<file path="config.mk">
export PLATFORM = sky130hd
export DESIGN_NAME = temp_comp_vop_frame_rate
export DESIGN_NICKNAME = d
export VERILOG_FILES = /design/src/shared/comp_pkg.sv /design/src/shared/comp_cfg_if.sv /design/src/verilog/frame_timer.sv /design/src/verilog/temp_comp_vop_frame_rate.sv /design/src/verilog/vop_offset_calc.sv
export SDC_FILE = /design/constraint.sdc
export NUM_CORES = 1
export LEC_CHECK = 0
export ABC_CLOCK_PERIOD_IN_PS = 10000
export BUFFER_PORTS_ARGS = -buffer_cell sky130_fd_sc_hd__buf_2
export CAP_MARGIN = 20
export CELL_PAD_IN_SITES_DETAIL_PLACEMENT = 1
export CELL_PAD_IN_SITES_GLOBAL_PLACEMENT = 1
export CORE_MARGIN = 4
export CORE_UTILIZATION = 35
export DETAILED_ROUTE_END_ITERATION = 10
export PLACE_DENSITY = 0.65
export SKIP_CTS_REPAIR_TIMING = 1
export SYNTH_ARGS = -nofsm -noshare
export SYNTH_HDL_FRONTEND = slang
export SYNTH_HIERARCHICAL = 1
export SYNTH_SLANG_ARGS = --single-unit
export TNS_END_PERCENT = 5
</file>
<file path="constraint.sdc">
create_clock -name mclk -period 10 [get_ports mclk]
set_input_delay 1 -clock mclk [delete_from_list [all_inputs] [get_ports mclk]]
set_output_delay 1 -clock mclk [all_outputs]
set_load 0.05 [all_outputs]
</file>
<file path="src/shared/comp_pkg.sv">
`default_nettype none
package comp_pkg;
   // ***********************************
   // Command bytes (flag low)
   // ***********************************
   localparam logic [7:0] CMD_RATE_OFF = 8'hbc;
   localparam logic [7:0] CMD_RATE_ON = 8'hbd;
   localparam logic [7:0] CMD_TCOMP_OFF = 8'hbe;
   localparam logic [7:0] CMD_TCOMP_ON = 8'hbf;
   localparam logic [7:0] CMD_SEG_DIV = 8'hc5;
   localparam logic [7:0] CMD_IDLE_DIV = 8'hc6;
   localparam logic [7:0] CMD_TEMP_READ = 8'hc8;

   // ***********************************
   // Division factors
   // ***********************************
   localparam int DIV_W = 7;
   localparam int SEG_N = 4;
   localparam logic [1:0] SEG_LAST = 2'h3;
   localparam logic [1:0] SEG_B = 2'h1;
   // Entry 0 is segment A
   localparam logic [SEG_N-1:0][DIV_W-1:0] DIV_SEG_RST = {7'h25, 7'h30, 7'h35, 7'h38};
   localparam logic [DIV_W-1:0] DIV_IDLE_RST = 7'h35;
   localparam logic RATE_EN_RST = 1'b1;
   localparam logic TCOMP_EN_RST = 1'b1;
   localparam logic [7:0] LINE_DIV = 8'h84;
   localparam logic [2:0] ROWS_FULL = 3'h4;
   localparam logic [2:0] ROWS_PARTIAL = 3'h1;

   // ***********************************
   // Temperature code and offset
   // ***********************************
   localparam int TEMP_W = 8;
   localparam logic [TEMP_W-1:0] TEMP_CODE_RST = 8'h40;
   localparam logic [TEMP_W-1:0] TEMP_CODE_MAX = 8'h7f;
   localparam logic [TEMP_W-1:0] SEG_B_START = 8'h20;
   localparam logic [TEMP_W-1:0] SEG_C_START = 8'h40;
   localparam logic [TEMP_W-1:0] SEG_D_START = 8'h60;
   localparam int OFF_W = 12;
   localparam logic signed [OFF_W-1:0] SPAN_S = 12'sh020;
   localparam logic signed [OFF_W-1:0] SEG_C_S = 12'sh040;
   localparam logic signed [OFF_W-1:0] SEG_D_S = 12'sh060;
   localparam int FRAC_BITS = 3;
   localparam logic signed [OFF_W-1:0] ROUND_HALF = 12'sh004;
   localparam int TRIM_W = 8;
   localparam int VOP_W = 9;
   localparam int SUM_W = 13;
   localparam logic signed [SUM_W-1:0] VOP_MAX = 13'sh01bd;

   // ***********************************
   // Timing
   // ***********************************
   localparam longint CLK_HZ = 200_000_000;
   localparam longint MEAS_INTERVAL_S = 10;
   localparam longint MEAS_INTERVAL_CYCLES = CLK_HZ * MEAS_INTERVAL_S;

   // Slope factor in eighths
   function automatic logic [3:0] slope_eighths(input logic [2:0] code);
      logic [3:0] f;
      f = 4'({1'b0, code}) + 4'h2;
      if (code == 3'h7) begin
         f = 4'ha;
      end
      return f;
   endfunction

   function automatic logic [1:0] segment_of(input logic [TEMP_W-1:0] code);
      logic [1:0] s;
      s = 2'h3;
      if (code < SEG_B_START) begin
         s = 2'h0;
      end else if (code < SEG_C_START) begin
         s = 2'h1;
      end else if (code < SEG_D_START) begin
         s = 2'h2;
      end
      return s;
   endfunction
endpackage
`default_nettype wire

</file>
<file path="src/shared/comp_cfg_if.sv">
`default_nettype none
interface comp_cfg_if;
   logic [comp_pkg::TEMP_W-1:0] temperature_code;
   logic temp_comp_enable;
   logic [comp_pkg::SEG_N-1:0][2:0] slope_code;
   logic [comp_pkg::DIV_W-1:0] frame_division_factor;

   modport src (
      output temperature_code,
      output temp_comp_enable,
      output slope_code,
      output frame_division_factor
   );
   modport vop (
      input temperature_code,
      input temp_comp_enable,
      input slope_code
   );
   modport frame (
      input frame_division_factor
   );
endinterface
`default_nettype wire

</file>
<file path="src/verilog/frame_timer.sv">
`default_nettype none
module frame_timer (
   // Clock and reset
   input wire logic mclk,
   input wire logic sys_rst,
   // Division factor
   comp_cfg_if.frame cfg,
   // Frame start
   output logic frame_tick_q
);
   logic [7:0] line_cnt_q, line_cnt_d;
   logic [comp_pkg::DIV_W-1:0] div_cnt_q, div_cnt_d;
   logic frame_tick_d;

   // Frame = oscillator / line divider / division factor
   always_comb begin
      line_cnt_d = line_cnt_q + 8'h1;
      div_cnt_d = div_cnt_q;
      frame_tick_d = 1'b0;
      if (line_cnt_q >= comp_pkg::LINE_DIV - 8'h1) begin
         line_cnt_d = '0;
         div_cnt_d = div_cnt_q + 7'h1;
         // >= so a factor lowered mid-frame ends the frame at the end of the current line
         if (div_cnt_q + 7'h1 >= cfg.frame_division_factor) begin
            div_cnt_d = '0;
            frame_tick_d = 1'b1;
         end
      end
   end

   always_ff @(posedge mclk) begin
      if (sys_rst) begin
         line_cnt_q <= '0;
         div_cnt_q <= '0;
         frame_tick_q <= 1'b0;
      end else begin
         line_cnt_q <= line_cnt_d;
         div_cnt_q <= div_cnt_d;
         frame_tick_q <= frame_tick_d;
      end
   end
endmodule
`default_nettype wire

</file>
<file path="src/verilog/temp_comp_vop_frame_rate.sv">
// Notes on behaviour
// Operating level is base code plus contrast trim, calibration trim and temperature offset.
// The 13-bit sum saturates at 0 below and 445 above, never wraps.
// Temperatures beyond the code range use the offset of the nearest end.
// Temperature arrives as an 8-bit code, 0.9375 degree steps, and drives compensation.
// The host reads the same temperature code through the command port.
// Offset is piecewise over four 32-code segments using slope factors.
// One offset unit moves the LCD voltage by one fixed step.
// Frame rate is the oscillator over 132 then over the segment's factor.
// Division factors are 7 bits; the host programs only 20 to 127.
// Partial display mode uses the same segmented division factors.
// Idle mode uses only the idle factor regardless of temperature.
// Partial plus idle also uses the idle factor.
// Command c5 then four parameter bytes load factors A to D; bit 7 ignored.
// Command c6 then one parameter byte loads the idle factor; reset 35h.
// Segment factors reset to 38h, 35h, 30h and 25h.
// Four simultaneous rows in full display, one in partial display.
// With segmented rate off, segment B factor is used at all temperatures.
// With compensation off, the temperature offset is forced to zero.
// Slope codes map to 0.25 up in eighths, 110 to 1.0, 111 to 1.25.
// With compensation on, a measurement starts every ten seconds.
// Frame segment uses the offset boundaries 32, 64 and 96.
// Slope products are kept in eighths and rounded before the sum.
`default_nettype none
module temp_comp_vop_frame_rate #(
   parameter logic [31:0] MEAS_INTERVAL_CYCLES = 32'(comp_pkg::MEAS_INTERVAL_CYCLES)
) (
   // Clock and reset
   input wire logic mclk,
   input wire logic sys_rst,
   // Host command bytes
   input wire logic cmd_strobe,
   input wire logic cmd_dc,
   input wire logic [7:0] cmd_byte,
   // Host readback
   output logic [7:0] rd_data_q,
   output logic rd_valid_q,
   // Display modes
   input wire logic partial_mode,
   input wire logic idle_mode,
   // Voltage settings
   input wire logic [comp_pkg::VOP_W-1:0] base_voltage_code,
   input wire logic signed [comp_pkg::TRIM_W-1:0] contrast_trim,
   input wire logic signed [comp_pkg::TRIM_W-1:0] module_cal_trim,
   input wire logic [comp_pkg::SEG_N-1:0][2:0] slope_code,
   // Temperature measurement
   input wire logic meas_done,
   input wire logic [comp_pkg::TEMP_W-1:0] meas_code,
   output logic meas_start_q,
   output logic [comp_pkg::TEMP_W-1:0] temperature_code_q,
   // Results
   output logic [comp_pkg::VOP_W-1:0] lcd_operating_level_q,
   output logic signed [comp_pkg::TRIM_W-1:0] temp_offset_value_q,
   output logic [comp_pkg::DIV_W-1:0] frame_division_factor_q,
   output logic frame_tick_q,
   output logic [2:0] rows_simultaneous_q
);
   typedef enum logic [1:0] {ST_CMD, ST_SEG_PARAM, ST_IDLE_PARAM} dec_state_t;

   // ***********************************
   // Command decoder state
   // ***********************************
   dec_state_t state_q, state_d;
   logic [1:0] param_idx_q, param_idx_d;
   logic [comp_pkg::SEG_N-1:0][comp_pkg::DIV_W-1:0] div_seg_q, div_seg_d;
   logic [comp_pkg::DIV_W-1:0] div_idle_q, div_idle_d;
   logic segmented_rate_enable_q, segmented_rate_enable_d;
   logic temp_comp_enable_q, temp_comp_enable_d;
   logic meas_req_q, meas_req_d;
   logic [7:0] rd_data_d;
   logic rd_valid_d;

   // ***********************************
   // Measurement state
   // ***********************************
   logic [31:0] interval_q, interval_d;
   logic meas_busy_q, meas_busy_d;
   logic meas_start_d;
   logic [comp_pkg::TEMP_W-1:0] temperature_code_d;
   logic meas_fire;

   // ***********************************
   // Frame factor selection state
   // ***********************************
   logic [comp_pkg::DIV_W-1:0] frame_division_factor_d;
   logic [2:0] rows_simultaneous_d;

   comp_cfg_if cfg ();

   assign cfg.temperature_code = temperature_code_q;
   assign cfg.temp_comp_enable = temp_comp_enable_q;
   assign cfg.slope_code = slope_code;
   assign cfg.frame_division_factor = frame_division_factor_q;

   // ***********************************
   // Command decoder
   // ***********************************
   always_comb begin
      state_d = state_q;
      param_idx_d = param_idx_q;
      div_seg_d = div_seg_q;
      div_idle_d = div_idle_q;
      segmented_rate_enable_d = segmented_rate_enable_q;
      temp_comp_enable_d = temp_comp_enable_q;
      meas_req_d = 1'b0;
      rd_data_d = rd_data_q;
      rd_valid_d = 1'b0;
      if (cmd_strobe && !cmd_dc) begin
         // Any command byte ends a pending parameter list
         state_d = ST_CMD;
         param_idx_d = '0;
         case (cmd_byte)
            comp_pkg::CMD_SEG_DIV: begin
               state_d = ST_SEG_PARAM;
            end
            comp_pkg::CMD_IDLE_DIV: begin
               state_d = ST_IDLE_PARAM;
            end
            comp_pkg::CMD_RATE_OFF: begin
               segmented_rate_enable_d = 1'b0;
            end
            comp_pkg::CMD_RATE_ON: begin
               segmented_rate_enable_d = 1'b1;
            end
            comp_pkg::CMD_TCOMP_OFF: begin
               temp_comp_enable_d = 1'b0;
               meas_req_d = 1'b1;
            end
            comp_pkg::CMD_TCOMP_ON: begin
               temp_comp_enable_d = 1'b1;
               meas_req_d = 1'b1;
            end
            comp_pkg::CMD_TEMP_READ: begin
               rd_data_d = temperature_code_q;
               rd_valid_d = 1'b1;
            end
            default: begin
            end
         endcase
      end else if (cmd_strobe) begin
         unique case (state_q)
            ST_CMD: begin
               // Stray parameter bytes are dropped
            end
            ST_SEG_PARAM: begin
               // Bit 7 is don't care; range 20..127 is the host's duty
               div_seg_d[param_idx_q] = cmd_byte[comp_pkg::DIV_W-1:0];
               param_idx_d = param_idx_q + 2'h1;
               if (param_idx_q == comp_pkg::SEG_LAST) begin
                  state_d = ST_CMD;
                  param_idx_d = '0;
               end
            end
            ST_IDLE_PARAM: begin
               div_idle_d = cmd_byte[comp_pkg::DIV_W-1:0];
               state_d = ST_CMD;
            end
         endcase
      end
   end

   always_ff @(posedge mclk) begin
      if (sys_rst) begin
         state_q <= ST_CMD;
         param_idx_q <= '0;
         div_seg_q <= comp_pkg::DIV_SEG_RST;
         div_idle_q <= comp_pkg::DIV_IDLE_RST;
         segmented_rate_enable_q <= comp_pkg::RATE_EN_RST;
         temp_comp_enable_q <= comp_pkg::TCOMP_EN_RST;
         meas_req_q <= 1'b0;
         rd_data_q <= '0;
         rd_valid_q <= 1'b0;
      end else begin
         state_q <= state_d;
         param_idx_q <= param_idx_d;
         div_seg_q <= div_seg_d;
         div_idle_q <= div_idle_d;
         segmented_rate_enable_q <= segmented_rate_enable_d;
         temp_comp_enable_q <= temp_comp_enable_d;
         meas_req_q <= meas_req_d;
         rd_data_q <= rd_data_d;
         rd_valid_q <= rd_valid_d;
      end
   end

   // ***********************************
   // Measurement scheduling
   // ***********************************
   assign meas_fire = meas_req_q
                      || (temp_comp_enable_q && interval_q >= MEAS_INTERVAL_CYCLES - 32'h1);

   always_comb begin
      interval_d = interval_q + 32'h1;
      meas_busy_d = meas_busy_q;
      meas_start_d = 1'b0;
      temperature_code_d = temperature_code_q;
      if (meas_done && meas_busy_q) begin
         temperature_code_d = meas_code;
         meas_busy_d = 1'b0;
      end
      if (!temp_comp_enable_q) begin
         interval_d = '0;
      end
      // A new start wins over a completion in the same cycle
      if (meas_fire) begin
         interval_d = '0;
         meas_start_d = 1'b1;
         meas_busy_d = 1'b1;
      end
   end

   always_ff @(posedge mclk) begin
      if (sys_rst) begin
         interval_q <= '0;
         meas_busy_q <= 1'b0;
         meas_start_q <= 1'b0;
         temperature_code_q <= comp_pkg::TEMP_CODE_RST;
      end else begin
         interval_q <= interval_d;
         meas_busy_q <= meas_busy_d;
         meas_start_q <= meas_start_d;
         temperature_code_q <= temperature_code_d;
      end
   end

   // ***********************************
   // Frame factor and row selection
   // ***********************************
   always_comb begin
      // Partial mode deliberately has no effect on this choice
      frame_division_factor_d = div_seg_q[comp_pkg::segment_of(temperature_code_q)];
      if (!segmented_rate_enable_q) begin
         frame_division_factor_d = div_seg_q[comp_pkg::SEG_B];
      end
      if (idle_mode) begin
         frame_division_factor_d = div_idle_q;
      end
      rows_simultaneous_d = partial_mode ? comp_pkg::ROWS_PARTIAL : comp_pkg::ROWS_FULL;
   end

   always_ff @(posedge mclk) begin
      if (sys_rst) begin
         frame_division_factor_q <= comp_pkg::DIV_SEG_RST[comp_pkg::SEG_B];
         rows_simultaneous_q <= comp_pkg::ROWS_FULL;
      end else begin
         frame_division_factor_q <= frame_division_factor_d;
         rows_simultaneous_q <= rows_simultaneous_d;
      end
   end

   // ***********************************
   // Voltage sum and frame timing
   // ***********************************
   vop_offset_calc u_vop (
      .mclk(mclk),
      .sys_rst(sys_rst),
      .cfg(cfg.vop),
      .base_voltage_code(base_voltage_code),
      .contrast_trim(contrast_trim),
      .module_cal_trim(module_cal_trim),
      .lcd_operating_level_q(lcd_operating_level_q),
      .temp_offset_value_q(temp_offset_value_q)
   );

   frame_timer u_frame (
      .mclk(mclk),
      .sys_rst(sys_rst),
      .cfg(cfg.frame),
      .frame_tick_q(frame_tick_q)
   );
endmodule
`default_nettype wire

</file>
<file path="src/verilog/vop_offset_calc.sv">
`default_nettype none
module vop_offset_calc (
   // Clock and reset
   input wire logic mclk,
   input wire logic sys_rst,
   // Settings
   comp_cfg_if.vop cfg,
   input wire logic [comp_pkg::VOP_W-1:0] base_voltage_code,
   input wire logic signed [comp_pkg::TRIM_W-1:0] contrast_trim,
   input wire logic signed [comp_pkg::TRIM_W-1:0] module_cal_trim,
   // Results
   output logic [comp_pkg::VOP_W-1:0] lcd_operating_level_q,
   output logic signed [comp_pkg::TRIM_W-1:0] temp_offset_value_q
);
   logic [comp_pkg::SEG_N-1:0][3:0] fac;
   logic signed [comp_pkg::OFF_W-1:0] code_s;
   logic signed [comp_pkg::OFF_W-1:0] fa, fb, fc, fd;
   logic signed [comp_pkg::OFF_W-1:0] off8;
   logic signed [comp_pkg::OFF_W-1:0] off_r;
   logic signed [comp_pkg::SUM_W-1:0] sum;
   logic [comp_pkg::VOP_W-1:0] level_d;
   logic signed [comp_pkg::TRIM_W-1:0] offset_d;

   genvar i;
   generate
      for (i = 0; i < comp_pkg::SEG_N; i++) begin : g_fac
         assign fac[i] = comp_pkg::slope_eighths(cfg.slope_code[i]);
      end
   endgenerate

   always_comb begin
      fa = comp_pkg::OFF_W'(fac[0]);
      fb = comp_pkg::OFF_W'(fac[1]);
      fc = comp_pkg::OFF_W'(fac[2]);
      fd = comp_pkg::OFF_W'(fac[3]);
      // Codes past the top end use the last valid offset
      code_s = comp_pkg::OFF_W'(cfg.temperature_code);
      if (cfg.temperature_code > comp_pkg::TEMP_CODE_MAX) begin
         code_s = comp_pkg::OFF_W'(comp_pkg::TEMP_CODE_MAX);
      end
      // Offset in eighths, so fractional slopes stay exact until rounding
      unique case (comp_pkg::segment_of(cfg.temperature_code))
         2'h0: off8 = (comp_pkg::SPAN_S * fb) + fa * (comp_pkg::SPAN_S - code_s);
         2'h1: off8 = (comp_pkg::SEG_C_S - code_s) * fb;
         2'h2: off8 = -((code_s - comp_pkg::SEG_C_S) * fc);
         2'h3: off8 = -((comp_pkg::SPAN_S * fc) + fd * (code_s - comp_pkg::SEG_D_S));
      endcase
      if (!cfg.temp_comp_enable) begin
         off8 = '0;
      end
      off_r = (off8 + comp_pkg::ROUND_HALF) >>> comp_pkg::FRAC_BITS;
      // One unit here is one voltage step downstream
      offset_d = comp_pkg::TRIM_W'(off_r);
      sum = comp_pkg::SUM_W'({1'b0, base_voltage_code}) + comp_pkg::SUM_W'(contrast_trim)
            + comp_pkg::SUM_W'(module_cal_trim) + comp_pkg::SUM_W'(off_r);
      if (sum < 0) begin
         level_d = '0;
      end else if (sum > comp_pkg::VOP_MAX) begin
         level_d = comp_pkg::VOP_W'(comp_pkg::VOP_MAX);
      end else begin
         level_d = sum[comp_pkg::VOP_W-1:0];
      end
   end

   always_ff @(posedge mclk) begin
      if (sys_rst) begin
         lcd_operating_level_q <= '0;
         temp_offset_value_q <= '0;
      end else begin
         lcd_operating_level_q <= level_d;
         temp_offset_value_q <= offset_d;
      end
   end
endmodule
`default_nettype wire
</file>
==> results of run 1 <==
## per-stage QoR
stage | worst slack [ns] | total power, W | cell area, um^2 | instances | hold WS (ns)
floorplan | 1.44 | 0.00184 | 12800 | 1515 | 0.418
global placement | 1.27 | 0.00222 | 13700 | 2042 | 0.430
detailed placement | 0.965 | 0.00225 | 13800 | 2043 | 0.448
CTS | 0.892 | 0.00295 | 14400 | 2074 | 0.457
global route | 0.129 | 0.00319 | 14400 | 2074 | 0.476
finish | 0.835 | 0.00293 | 14400 | 2075 | 0.457
## layer usage
metal,global-route usage (%),part of all wire (%)
met4,4.58,1.8
met3,2.70,3.1
met5,0,0
met2,32.5,49
met1,25.0,46
## power by group through the flow
stage          sequential (W)  clock (W)  combinational (W)
2_1_floorplan        0.000686          0            0.00115
3_3_place_gp         0.000593          0            0.00163
3_5_place_dp         0.000594          0            0.00166
4_1_cts              0.000582   0.000695            0.00168
5_1_grt              0.000585   0.000716            0.00189
6_report             0.000581   0.000674            0.00167
## final cells by class
class                   count  area [um^2]
repair buffers            112          601
fillers                  4312        21500
diodes                      1         2.50
clock buffers              19          453
well taps                 461          577
clock inverters            12          164
multi-input cells        1157         9200
inverters                 178          673
flip-flops and latches    135         2700
## state kept, by name, indices dropped and copies added (netlist names)
register                     flops
cfg.temp_comp_enable             1
div_idle_q                       7
div_seg_q                       28
frame_division_factor_q          7
interval_q                      32
meas_busy_q                      1
meas_req_q                       1
meas_start_q                     1
param_idx_q                      2
rd_data_q                        8
rd_valid_q                       1
rows_simultaneous_q              2
segmented_rate_enable_q          1
state_q                          2
temperature_code_q               8
u_frame/div_cnt_q                7
u_frame/frame_tick_q             1
u_frame/line_cnt_q               8
u_vop/lcd_operating_level_q      9
u_vop/temp_offset_value_q        8
## worst max-delay path, delay by kind of cell, from the launching register on
kind,cells,cell delay (ns)
xor gates and xnor gates,3,0.94
DFF,1,0.48
AOI/OAI and AO/OA,6,1.23
buffers and inverters,3,0.20
and+or+nand+nor,10,2.68
adders and majority gates,9,3.60
## path summary, 6_finish.rpt
kind                              start                              to  slack (ns)  depth (start not counted)
hold reg to reg           div_idle_q[3]                   div_idle_q[3]        0.46                          2
setup reg to reg  temperature_code_q[7]  u_vop/lcd_operating_level_q[1]        0.83                         31
hold / removal            div_idle_q[3]                   div_idle_q[3]        0.46                          2
setup / recovery  temperature_code_q[7]  u_vop/lcd_operating_level_q[1]        0.83                         31
## cells by family (layout without fill, tap and decap cells)
group           after synthesis  count (layout)
compound gates              227             227
xor+xnor                     97              97
fa+ha+maj                   231             231
buf+inv                     223             321
flops                       135             135
mux                          26              26
other cells                   2               4
simple gates                573             573
## cells in the final DEF, fill, tap and decap left out, drive strengths merged, types with 18 or more instances in the layout
cell type  count
and3          20
inv          183
xor2          41
xnor2         56
ha           138
nand2        108
o21ai         35
a21oi         73
nand3         47
nand2b        18
nor3          38
and2          33
buf          112
dfxtp        135
nor2         180
nor2b         65
fa            92
clkbuf        19
mux2i         21
==> results.sh, run 1 <==
export IMPL_port_buffer_count=104
export IMPL_placementRows=69
export IMPL_static_leakage_power_nw=6.49
export IMPL_via_count_of_the_first_global_routing_pass=11500
export IMPL_route_vias_total=10600
export IMPL_irDropWorstVdd_mv=0.162
export IMPL_crit_path_launch_type="flip-flop"
export IMPL_p_comb_share_pct=57.1
export IMPL_initial_antenna_violation_count=0
export IMPL_outcome="finished, final reports clean"
export IMPL_tritoncts="done"
export IMPL_vias_per_cell=5.13
export IMPL_share_of_the_core_filled_with_cells_pct=40.1
export IMPL_critPathCaptureType="flip-flop"
export IMPL_die_height_um=199
export IMPL_post_route_period_util_pct=91.7
export IMPL_routed_wire_length_per_instance_um=17.6
export IMPL_fp_dieArea_um2=39700
export IMPL_synth_seq_cells=135
export IMPL_synthXorXnorAreaFrac_pct=6.69
export IMPL_post_synth_mux_area_share_pct=2.08
export IMPL_clock_skew_ns=0.0166
export IMPL_overflow=0
export IMPL_timing_final_setup_violations=0
export IMPL_initial_core_util_pct=35.7
export IMPL_asr_flop_ratio_synth_pct=0
export IMPL_synth_edf_count=0
export IMPL_post_syn_area_per_cell_um2=8.46
export IMPL_drv_max_cap_violation_count=0
export IMPL_path_max_fanout=14
export IMPL_cts_path_max_buffers=2
export IMPL_grt_setup_unrepaired="no"
export IMPL_tightestPinTransition_ns=0.973
export IMPL_core_area_um2=35800
export IMPL_clock_group_share_of_total_power_pct=23.0
export IMPL_synthesis_warning_total=6
export IMPL_cellPowerDensity_nw_per_um2=204
export IMPL_io_count=106
export IMPL_final_period_minus_worst_setup_slack_ns=9.17
export IMPL_synthMostInstantiatedCell="sky130_fd_sc_hd__inv_1"
export IMPL_share_of_the_synthesized_area_in_the_top_cell_type_pct=21.1
export IMPL_die_width_um=199
export IMPL_remaining_drc_errors=0
export IMPL_relSlewSlack_pct=34.9
export IMPL_synth_compound_area_share_pct=12.1
export IMPL_synth_common_cells="176 x sky130_fd_sc_hd__inv_1, 162 x sky130_fd_sc_hd__nor2_1, 138 x sky130_fd_sc_hd__ha_1, 135 x sky130_fd_sc_hd__dfxtp_1, 107 x sky130_fd_sc_hd__nand2_1"
export IMPL_fin_tns_setup_ns=0
export IMPL_ys_seq_area_share_pct=21.1
export IMPL_worstPathArrival_ns=9.53
export IMPL_timing_max_transition_violations_final=0
export IMPL_area_growth_syn_to_layout_pct=12.3
export IMPL_inserted_clock_buffers=17
export IMPL_grt_first_pass_wirelength_mm=60.2
export IMPL_htree_levels=4
export IMPL_crit_required_ns=10.36
export IMPL_cts_sink_count=135
export IMPL_synth_simple_area_share_pct=23.0
export IMPL_detail_route_wirelength_mm=36.6
export IMPL_postSynthCellCount=1514
export IMPL_net_switching_power_w=0.00131
export IMPL_switching_part_of_the_total_pct=44.6
export IMPL_post_synth_fa_ha_maj_area_fraction_pct=27.9
export IMPL_cell_internal_pwr_w=0.00162
export IMPL_final_antenna_net_count=0
export IMPL_most_instantiated_flip_flop_cell_in_the_synthesis_netlist="sky130_fd_sc_hd__dfxtp_1"
export IMPL_drt_first_iter_violations=435
export IMPL_drt_first_pass_iters=4
export IMPL_gp_congestion=0.871
export IMPL_groute_usage_overall_pct=18.9
export IMPL_worst_skew_pair_late_latency_ns=0.43
export IMPL_hold_class="reg -> reg"
export IMPL_p_seq_share_pct=19.9
export IMPL_cp_max_stage_delay_ns=0.55
export IMPL_max_frequency_mhz=109
export IMPL_fraction_of_layout_cells_with_a_size_suffix_above_1_pct=12.5
export IMPL_synth_largest_area_cell="sky130_fd_sc_hd__dfxtp_1"
export IMPL_ctsRootBufferMaster="sky130_fd_sc_hd__clkbuf_16"
export IMPL_critPathKind="reg -> reg"
export IMPL_post_dp_hpwl_mm=29.3
export IMPL_synth_area_leaders="sky130_fd_sc_hd__dfxtp_1 21%, sky130_fd_sc_hd__fa_1 14%, sky130_fd_sc_hd__ha_1 13%"
export IMPL_maximum_number_of_pins_on_one_net_before_global_route_repair=72
export IMPL_fin_nets=1891
export IMPL_critPathSlowestCell="sky130_fd_sc_hd__nor2_1"
export IMPL_synth_cell_area_um2=12800
export IMPL_final_hold_violation_count=0
export IMPL_ys_types=92
export IMPL_worst_setup_hold_path_clk_slew_ns=0.07
export IMPL_synth_top_family_by_area="adder cells"
Note: power is estimated with default switching activity, not from simulation.
==> run 2, diff against run 1 <==
- RECOVER_POWER: unset -> 25
==> run 2 against run 1 <==
Against the previous run: the run now ends with capacitance limit, slew limit left; utilization decreased by 0.098 points; largest power group unchanged; sequential power about the same; via count about the same; combinational power about the same; die area unchanged; non-clock buffer count unchanged; critical path type unchanged; worst hold slack about the same; global-route usage unchanged; clock power about the same.
==> results.sh, run 2 (synthesis results as in run 1) <==
export IMPL_largest_register="interval_q"
export IMPL_overflow=0
export IMPL_cellPowerDensity_nw_per_um2=204
export IMPL_port_buffer_count=104
export IMPL_post_route_period_util_pct=91.8
export IMPL_fp_dieArea_um2=39700
export IMPL_initial_antenna_violation_count=0
export IMPL_final_critical_path_setup_slack_ns=0.823
export IMPL_path_max_fanout=14
export IMPL_initial_core_util_pct=35.7
export IMPL_cts_sink_count=135
export IMPL_final_antenna_net_count=0
export IMPL_timing_final_setup_violations=0
export IMPL_tritoncts="done"
export IMPL_final_period_minus_worst_setup_slack_ns=9.18
export IMPL_timing_max_transition_violations_final=72
export IMPL_detail_route_wirelength_mm=36.7
export IMPL_cp_max_stage_delay_ns=0.55
export IMPL_inserted_clock_buffers=17
export IMPL_groute_usage_overall_pct=18.9
export IMPL_layout_cells_most_common="sky130_fd_sc_hd__inv_1"
export IMPL_critPathSlowestCell="sky130_fd_sc_hd__nor2_1"
export IMPL_fin_nets=1891
export IMPL_largest_register_ffs=32
export IMPL_drv_max_cap_violation_count=1
export IMPL_hold_class="reg -> reg"
export IMPL_pre_cts_setup_slack_ns=0.965
export IMPL_crit_path_launch_type="flip-flop"
export IMPL_post_dp_hpwl_mm=29.3
export IMPL_vias_per_cell=5.13
export IMPL_clock_skew_ns=0.0132
export IMPL_die_width_um=199
export IMPL_fin_tns_setup_ns=0
export IMPL_drt_first_iter_violations=456
export IMPL_max_frequency_mhz=109
export IMPL_area_growth_syn_to_layout_pct=12.0
export IMPL_gp_congestion=0.871
export IMPL_grt_setup_unrepaired="no"
export IMPL_biggestRegsByFlops="interval_q x32, div_seg_q x28, u_vop/lcd_operating_level_q x9"
export IMPL_io_count=106
export IMPL_worst_skew_pair_late_latency_ns=0.43
export IMPL_register_area_um2=2700
export IMPL_via_count_of_the_first_global_routing_pass=11500
export IMPL_multiInputGateArea_um2=9200
export IMPL_remaining_drc_errors=0
export IMPL_worst_setup_hold_path_clk_slew_ns=0.07
export IMPL_layout_cells_most_common_list="176 x sky130_fd_sc_hd__inv_1, 162 x sky130_fd_sc_hd__nor2_1, 138 x sky130_fd_sc_hd__ha_1"
export IMPL_tightestPinTransition_ns=3.25
export IMPL_critPathKind="reg -> reg"
export IMPL_static_leakage_power_nw=6.39
export IMPL_grt_first_pass_wirelength_mm=60.2
export IMPL_placementRows=69
export IMPL_maximum_number_of_pins_on_one_net_before_global_route_repair=72
export IMPL_core_area_um2=35800
export IMPL_hold_ws_ns=0.457
export IMPL_fraction_of_layout_cells_with_a_size_suffix_above_1_pct=10.8
export IMPL_outcome="finished, violations left"
export IMPL_crit_required_ns=10.36
export IMPL_cts_path_max_buffers=2
export IMPL_relSlewSlack_pct=-117
export IMPL_route_vias_total=10700
export IMPL_irDropWorstVdd_mv=0.163
export IMPL_die_height_um=199
export IMPL_ctsRootBufferMaster="sky130_fd_sc_hd__clkbuf_16"
export IMPL_violations="capacitance limit, slew limit"
export IMPL_final_hold_violation_count=0
export IMPL_drt_first_pass_iters=4
export IMPL_critPathCaptureType="flip-flop"
export IMPL_htree_levels=4
export IMPL_routed_wire_length_per_instance_um=17.7
export IMPL_filler_cell_count=4325
export IMPL_worstPathArrival_ns=9.54
run 2: where the power goes:
| part | switching [W] | leakage, nW | internal (W) |
|---|---|---|---|
| registers | 0.0000130 | 1.10 | 0.000570 |
| clock network | 0.000265 | 0.302 | 0.000409 |
| logic | 0.00103 | 5.00 | 0.000637 |
| total | 0.00131 | 6.39 | 0.00162 |
run 2: worst paths after layout:
path | startpoint | end | slack [ns] | cells past startpoint
worst max register to register | temperature_code_q[7] | u_vop/lcd_operating_level_q[1] | 0.82 | 31
worst min register to register | div_idle_q[3] | div_idle_q[3] | 0.46 | 2
worst min-delay path | div_idle_q[3] | div_idle_q[3] | 0.46 | 2
worst max-delay path | temperature_code_q[7] | u_vop/lcd_operating_level_q[1] | 0.82 | 31
run 2: per-stage QoR:
stage	cell area, um^2	cells	util [%]	power (W)
floorplan	12800	1515	-	0.00184
detailed placement	13800	2043	38.4	0.00225
CTS	14400	2074	40.1	0.00295
global placement	13700	2042	38.3	0.00222
finish	14300	2075	40.0	0.00292
global route	14300	2074	40.0	0.00318
run 2: layout make-up:
class                           count  share of cell area, %
Antenna cell                        1                 0.0175
Clock inverter                     12                   1.14
Timing Repair Buffer              112                   3.94
Sequential cell                   135                   18.8
Clock buffer                       19                   3.16
Multi-Input combinational cell   1157                   64.2
Tap cell                          461                   4.02
Inverter                          178                   4.69
run 2: per-layer routing:
layer	GRT usage (%)	share of wire, %	vias up
li1	-	-	5224
met1	25.0	46	5279
met2	32.5	49	120
met3	2.70	3.7	27
met4	4.58	1.9	0
met5	0	0	-
run 2: worst max-delay path: cells and delay by family (launching register included):
kind / cells / cell delay, ns
buffers and inverters: 3 / 0.20
xor gates and xnor gates: 3 / 0.94
adders and majority gates: 9 / 3.60
DFF: 1 / 0.47
AOI/OAI and AO/OA: 6 / 1.23
and+or+nand+nor: 10 / 2.70
==> run 3, diff against run 2 <==
- CORE_MARGIN: 4 -> 2
- CORE_UTILIZATION: 35 -> 47
- PLACE_DENSITY: 0.65 -> 0.83
- RECOVER_POWER: 25 -> 100
==> run 3 against run 2 <==
Against the previous run: the run still ends with capacitance limit, slew limit left; final area fell by 1.6%; combinational power barely moved; non-clock buffer count rose by 1; clock skew rose by 0.0067 ns; clock power fell by 2%; largest cell class unchanged.
==> results.sh, run 3 (synthesis results as in run 1) <==
export IMPL_drt_first_iter_violations=507
export IMPL_die_width_um=169
export IMPL_violations="capacitance limit, slew limit"
export IMPL_initial_antenna_violation_count=2
export IMPL_port_buffer_count=104
export IMPL_irDropWorstVdd_mv=0.133
export IMPL_path_max_fanout=12
export IMPL_io_count=106
export IMPL_min_delay_path_depth=2
export IMPL_groute_usage_overall_pct=26.5
export IMPL_post_route_period_util_pct=91.4
export IMPL_timing_max_transition_violations_final=124
export IMPL_ctsRootBufferMaster="sky130_fd_sc_hd__clkbuf_16"
export IMPL_vias_per_cell=5.63
export IMPL_largest_register_ffs=32
export IMPL_final_hold_violation_count=0
export IMPL_gp_congestion=0.906
export IMPL_core_area_um2=26900
export IMPL_max_frequency_mhz=109
export IMPL_detail_route_wirelength_mm=37.4
export IMPL_wl_met1_mm=15.9
export IMPL_critPathKind="reg -> reg"
export IMPL_worstPathArrival_ns=9.45
export IMPL_final_antenna_net_count=0
export IMPL_cts_path_max_buffers=2
export IMPL_crit_path_launch_type="flip-flop"
export IMPL_timing_final_setup_violations=0
export IMPL_route_vias_total=11000
export IMPL_critPathSlowestCell="sky130_fd_sc_hd__o41ai_1"
export IMPL_fraction_of_layout_cells_with_a_size_suffix_above_1_pct=9.29
export IMPL_post_dp_hpwl_mm=28.9
export IMPL_die_height_um=169
export IMPL_final_critical_path_setup_slack_ns=0.863
export IMPL_p_seq_share_pct=19.8
export IMPL_biggestRegsByFlops="interval_q x32, div_seg_q x28, u_vop/lcd_operating_level_q x9"
export IMPL_cts_sink_count=135
export IMPL_worst_skew_pair_late_latency_ns=0.43
export IMPL_initial_core_util_pct=47.6
export IMPL_clock_group_share_of_total_power_pct=22.5
export IMPL_final_period_minus_worst_setup_slack_ns=9.14
export IMPL_maximum_number_of_pins_on_one_net_before_global_route_repair=46
export IMPL_tightestPinTransition_ns=2.08
export IMPL_inserted_clock_buffers=17
export IMPL_drv_max_cap_violation_count=3
export IMPL_p_comb_share_pct=57.7
export IMPL_drt_first_pass_iters=5
export IMPL_fp_dieArea_um2=28600
export IMPL_via_count_of_the_first_global_routing_pass=11900
export IMPL_share_of_the_core_filled_with_cells_pct=52.5
export IMPL_hold_class="reg -> reg"
export IMPL_switching_part_of_the_total_pct=45.9
export IMPL_static_leakage_power_nw=6.30
export IMPL_crit_required_ns=10.32
export IMPL_worst_r2r_cell_count=33
export IMPL_critPathCaptureType="flip-flop"
export IMPL_grt_setup_unrepaired="no"
export IMPL_cell_internal_pwr_w=0.00159
export IMPL_htree_levels=4
export IMPL_register_area_um2=2700
export IMPL_routed_wire_length_per_instance_um=19.1
export IMPL_highest_signal_layer="met5"
export IMPL_layout_cells_most_common="sky130_fd_sc_hd__inv_1"
export IMPL_filler_cell_count=3271
export IMPL_route_met3_wl_mm=1.44
export IMPL_layout_cells_most_common_list="176 x sky130_fd_sc_hd__inv_1, 163 x sky130_fd_sc_hd__nor2_1, 138 x sky130_fd_sc_hd__ha_1"
export IMPL_overflow=0
export IMPL_met2_length_mm=18.7
export IMPL_relSlewSlack_pct=-38.8
export IMPL_clock_skew_ns=0.0198
export IMPL_grt_first_pass_wirelength_mm=60.5
export IMPL_fin_nets=1892
export IMPL_largest_register="interval_q"
export IMPL_multiInputGateArea_um2=9180
export IMPL_outcome="finished, violations left"
export IMPL_pre_cts_setup_slack_ns=1.14
export IMPL_tritoncts="done"
export IMPL_cp_max_stage_delay_ns=0.61
export IMPL_remaining_drc_errors=0
export IMPL_net_switching_power_w=0.00135
export IMPL_fin_tns_setup_ns=0
export IMPL_placementRows=60
export IMPL_cellPowerDensity_nw_per_um2=209
export IMPL_worst_setup_hold_path_clk_slew_ns=0.07
export IMPL_area_growth_syn_to_layout_pct=10.2
[run 3: worst paths after layout]
kind | start | slack [ns] | to
hold / removal | div_idle_q[6] | 0.46 | div_idle_q[6]
hold reg to reg | div_idle_q[6] | 0.46 | div_idle_q[6]
setup / recovery | temperature_code_q[7] | 0.86 | u_vop/lcd_operating_level_q[3]
setup reg to reg | temperature_code_q[7] | 0.86 | u_vop/lcd_operating_level_q[3]
[run 3: layout make-up]
class | instances | area share, %
diodes | 1 | 0.0177
repair buffers | 113 | 3.70
flip-flops and latches | 135 | 19.2
well taps | 341 | 3.02
multi-input cells | 1157 | 65.1
inverters | 178 | 4.77
clock buffers | 19 | 3.14
clock inverters | 13 | 1.13
[run 3: power by group through the flow]
| stage | Combinational (W) | Sequential, W | Clock [W] |
|---|---|---|---|
| 2_1_floorplan | 0.00115 | 0.000686 | 0 |
| 3_3_place_gp | 0.00159 | 0.000594 | 0 |
| 3_5_place_dp | 0.00167 | 0.000595 | 0 |
| 4_1_cts | 0.00170 | 0.000583 | 0.000670 |
| 5_1_grt | 0.00187 | 0.000586 | 0.000691 |
| 6_report | 0.00170 | 0.000583 | 0.000663 |
[run 3: worst max-delay path, delay by kind of cell, from the launching register on]
kind | cells | cell delay [ns]
simple gates | 8 | 1.89
flops | 1 | 0.45
xor+xnor | 2 | 0.52
buf+inv | 5 | 0.44
compound gates | 9 | 2.16
fa+ha+maj | 9 | 3.57
[run 3: stage by stage]
stage	total power [W]	cell area [um^2]	cells	hold slack [ns]
floorplan	0.00184	12800	1515	0.418
global placement	0.00218	13600	1924	0.432
detailed placement	0.00227	13600	1924	0.446
CTS	0.00295	14200	1956	0.459
global route	0.00315	14100	1957	0.476
finish	0.00295	14100	1957	0.457
[run 3: layer usage]
| metal | vias to the layer above | GRT usage [%] |
|---|---|---|
| li1 | 5212 | - |
| met4 | 2 | 10.1 |
| met2 | 260 | 47.3 |
| met5 | - | 0 |
| met1 | 5458 | 32.3 |
| met3 | 77 | 3.74 |
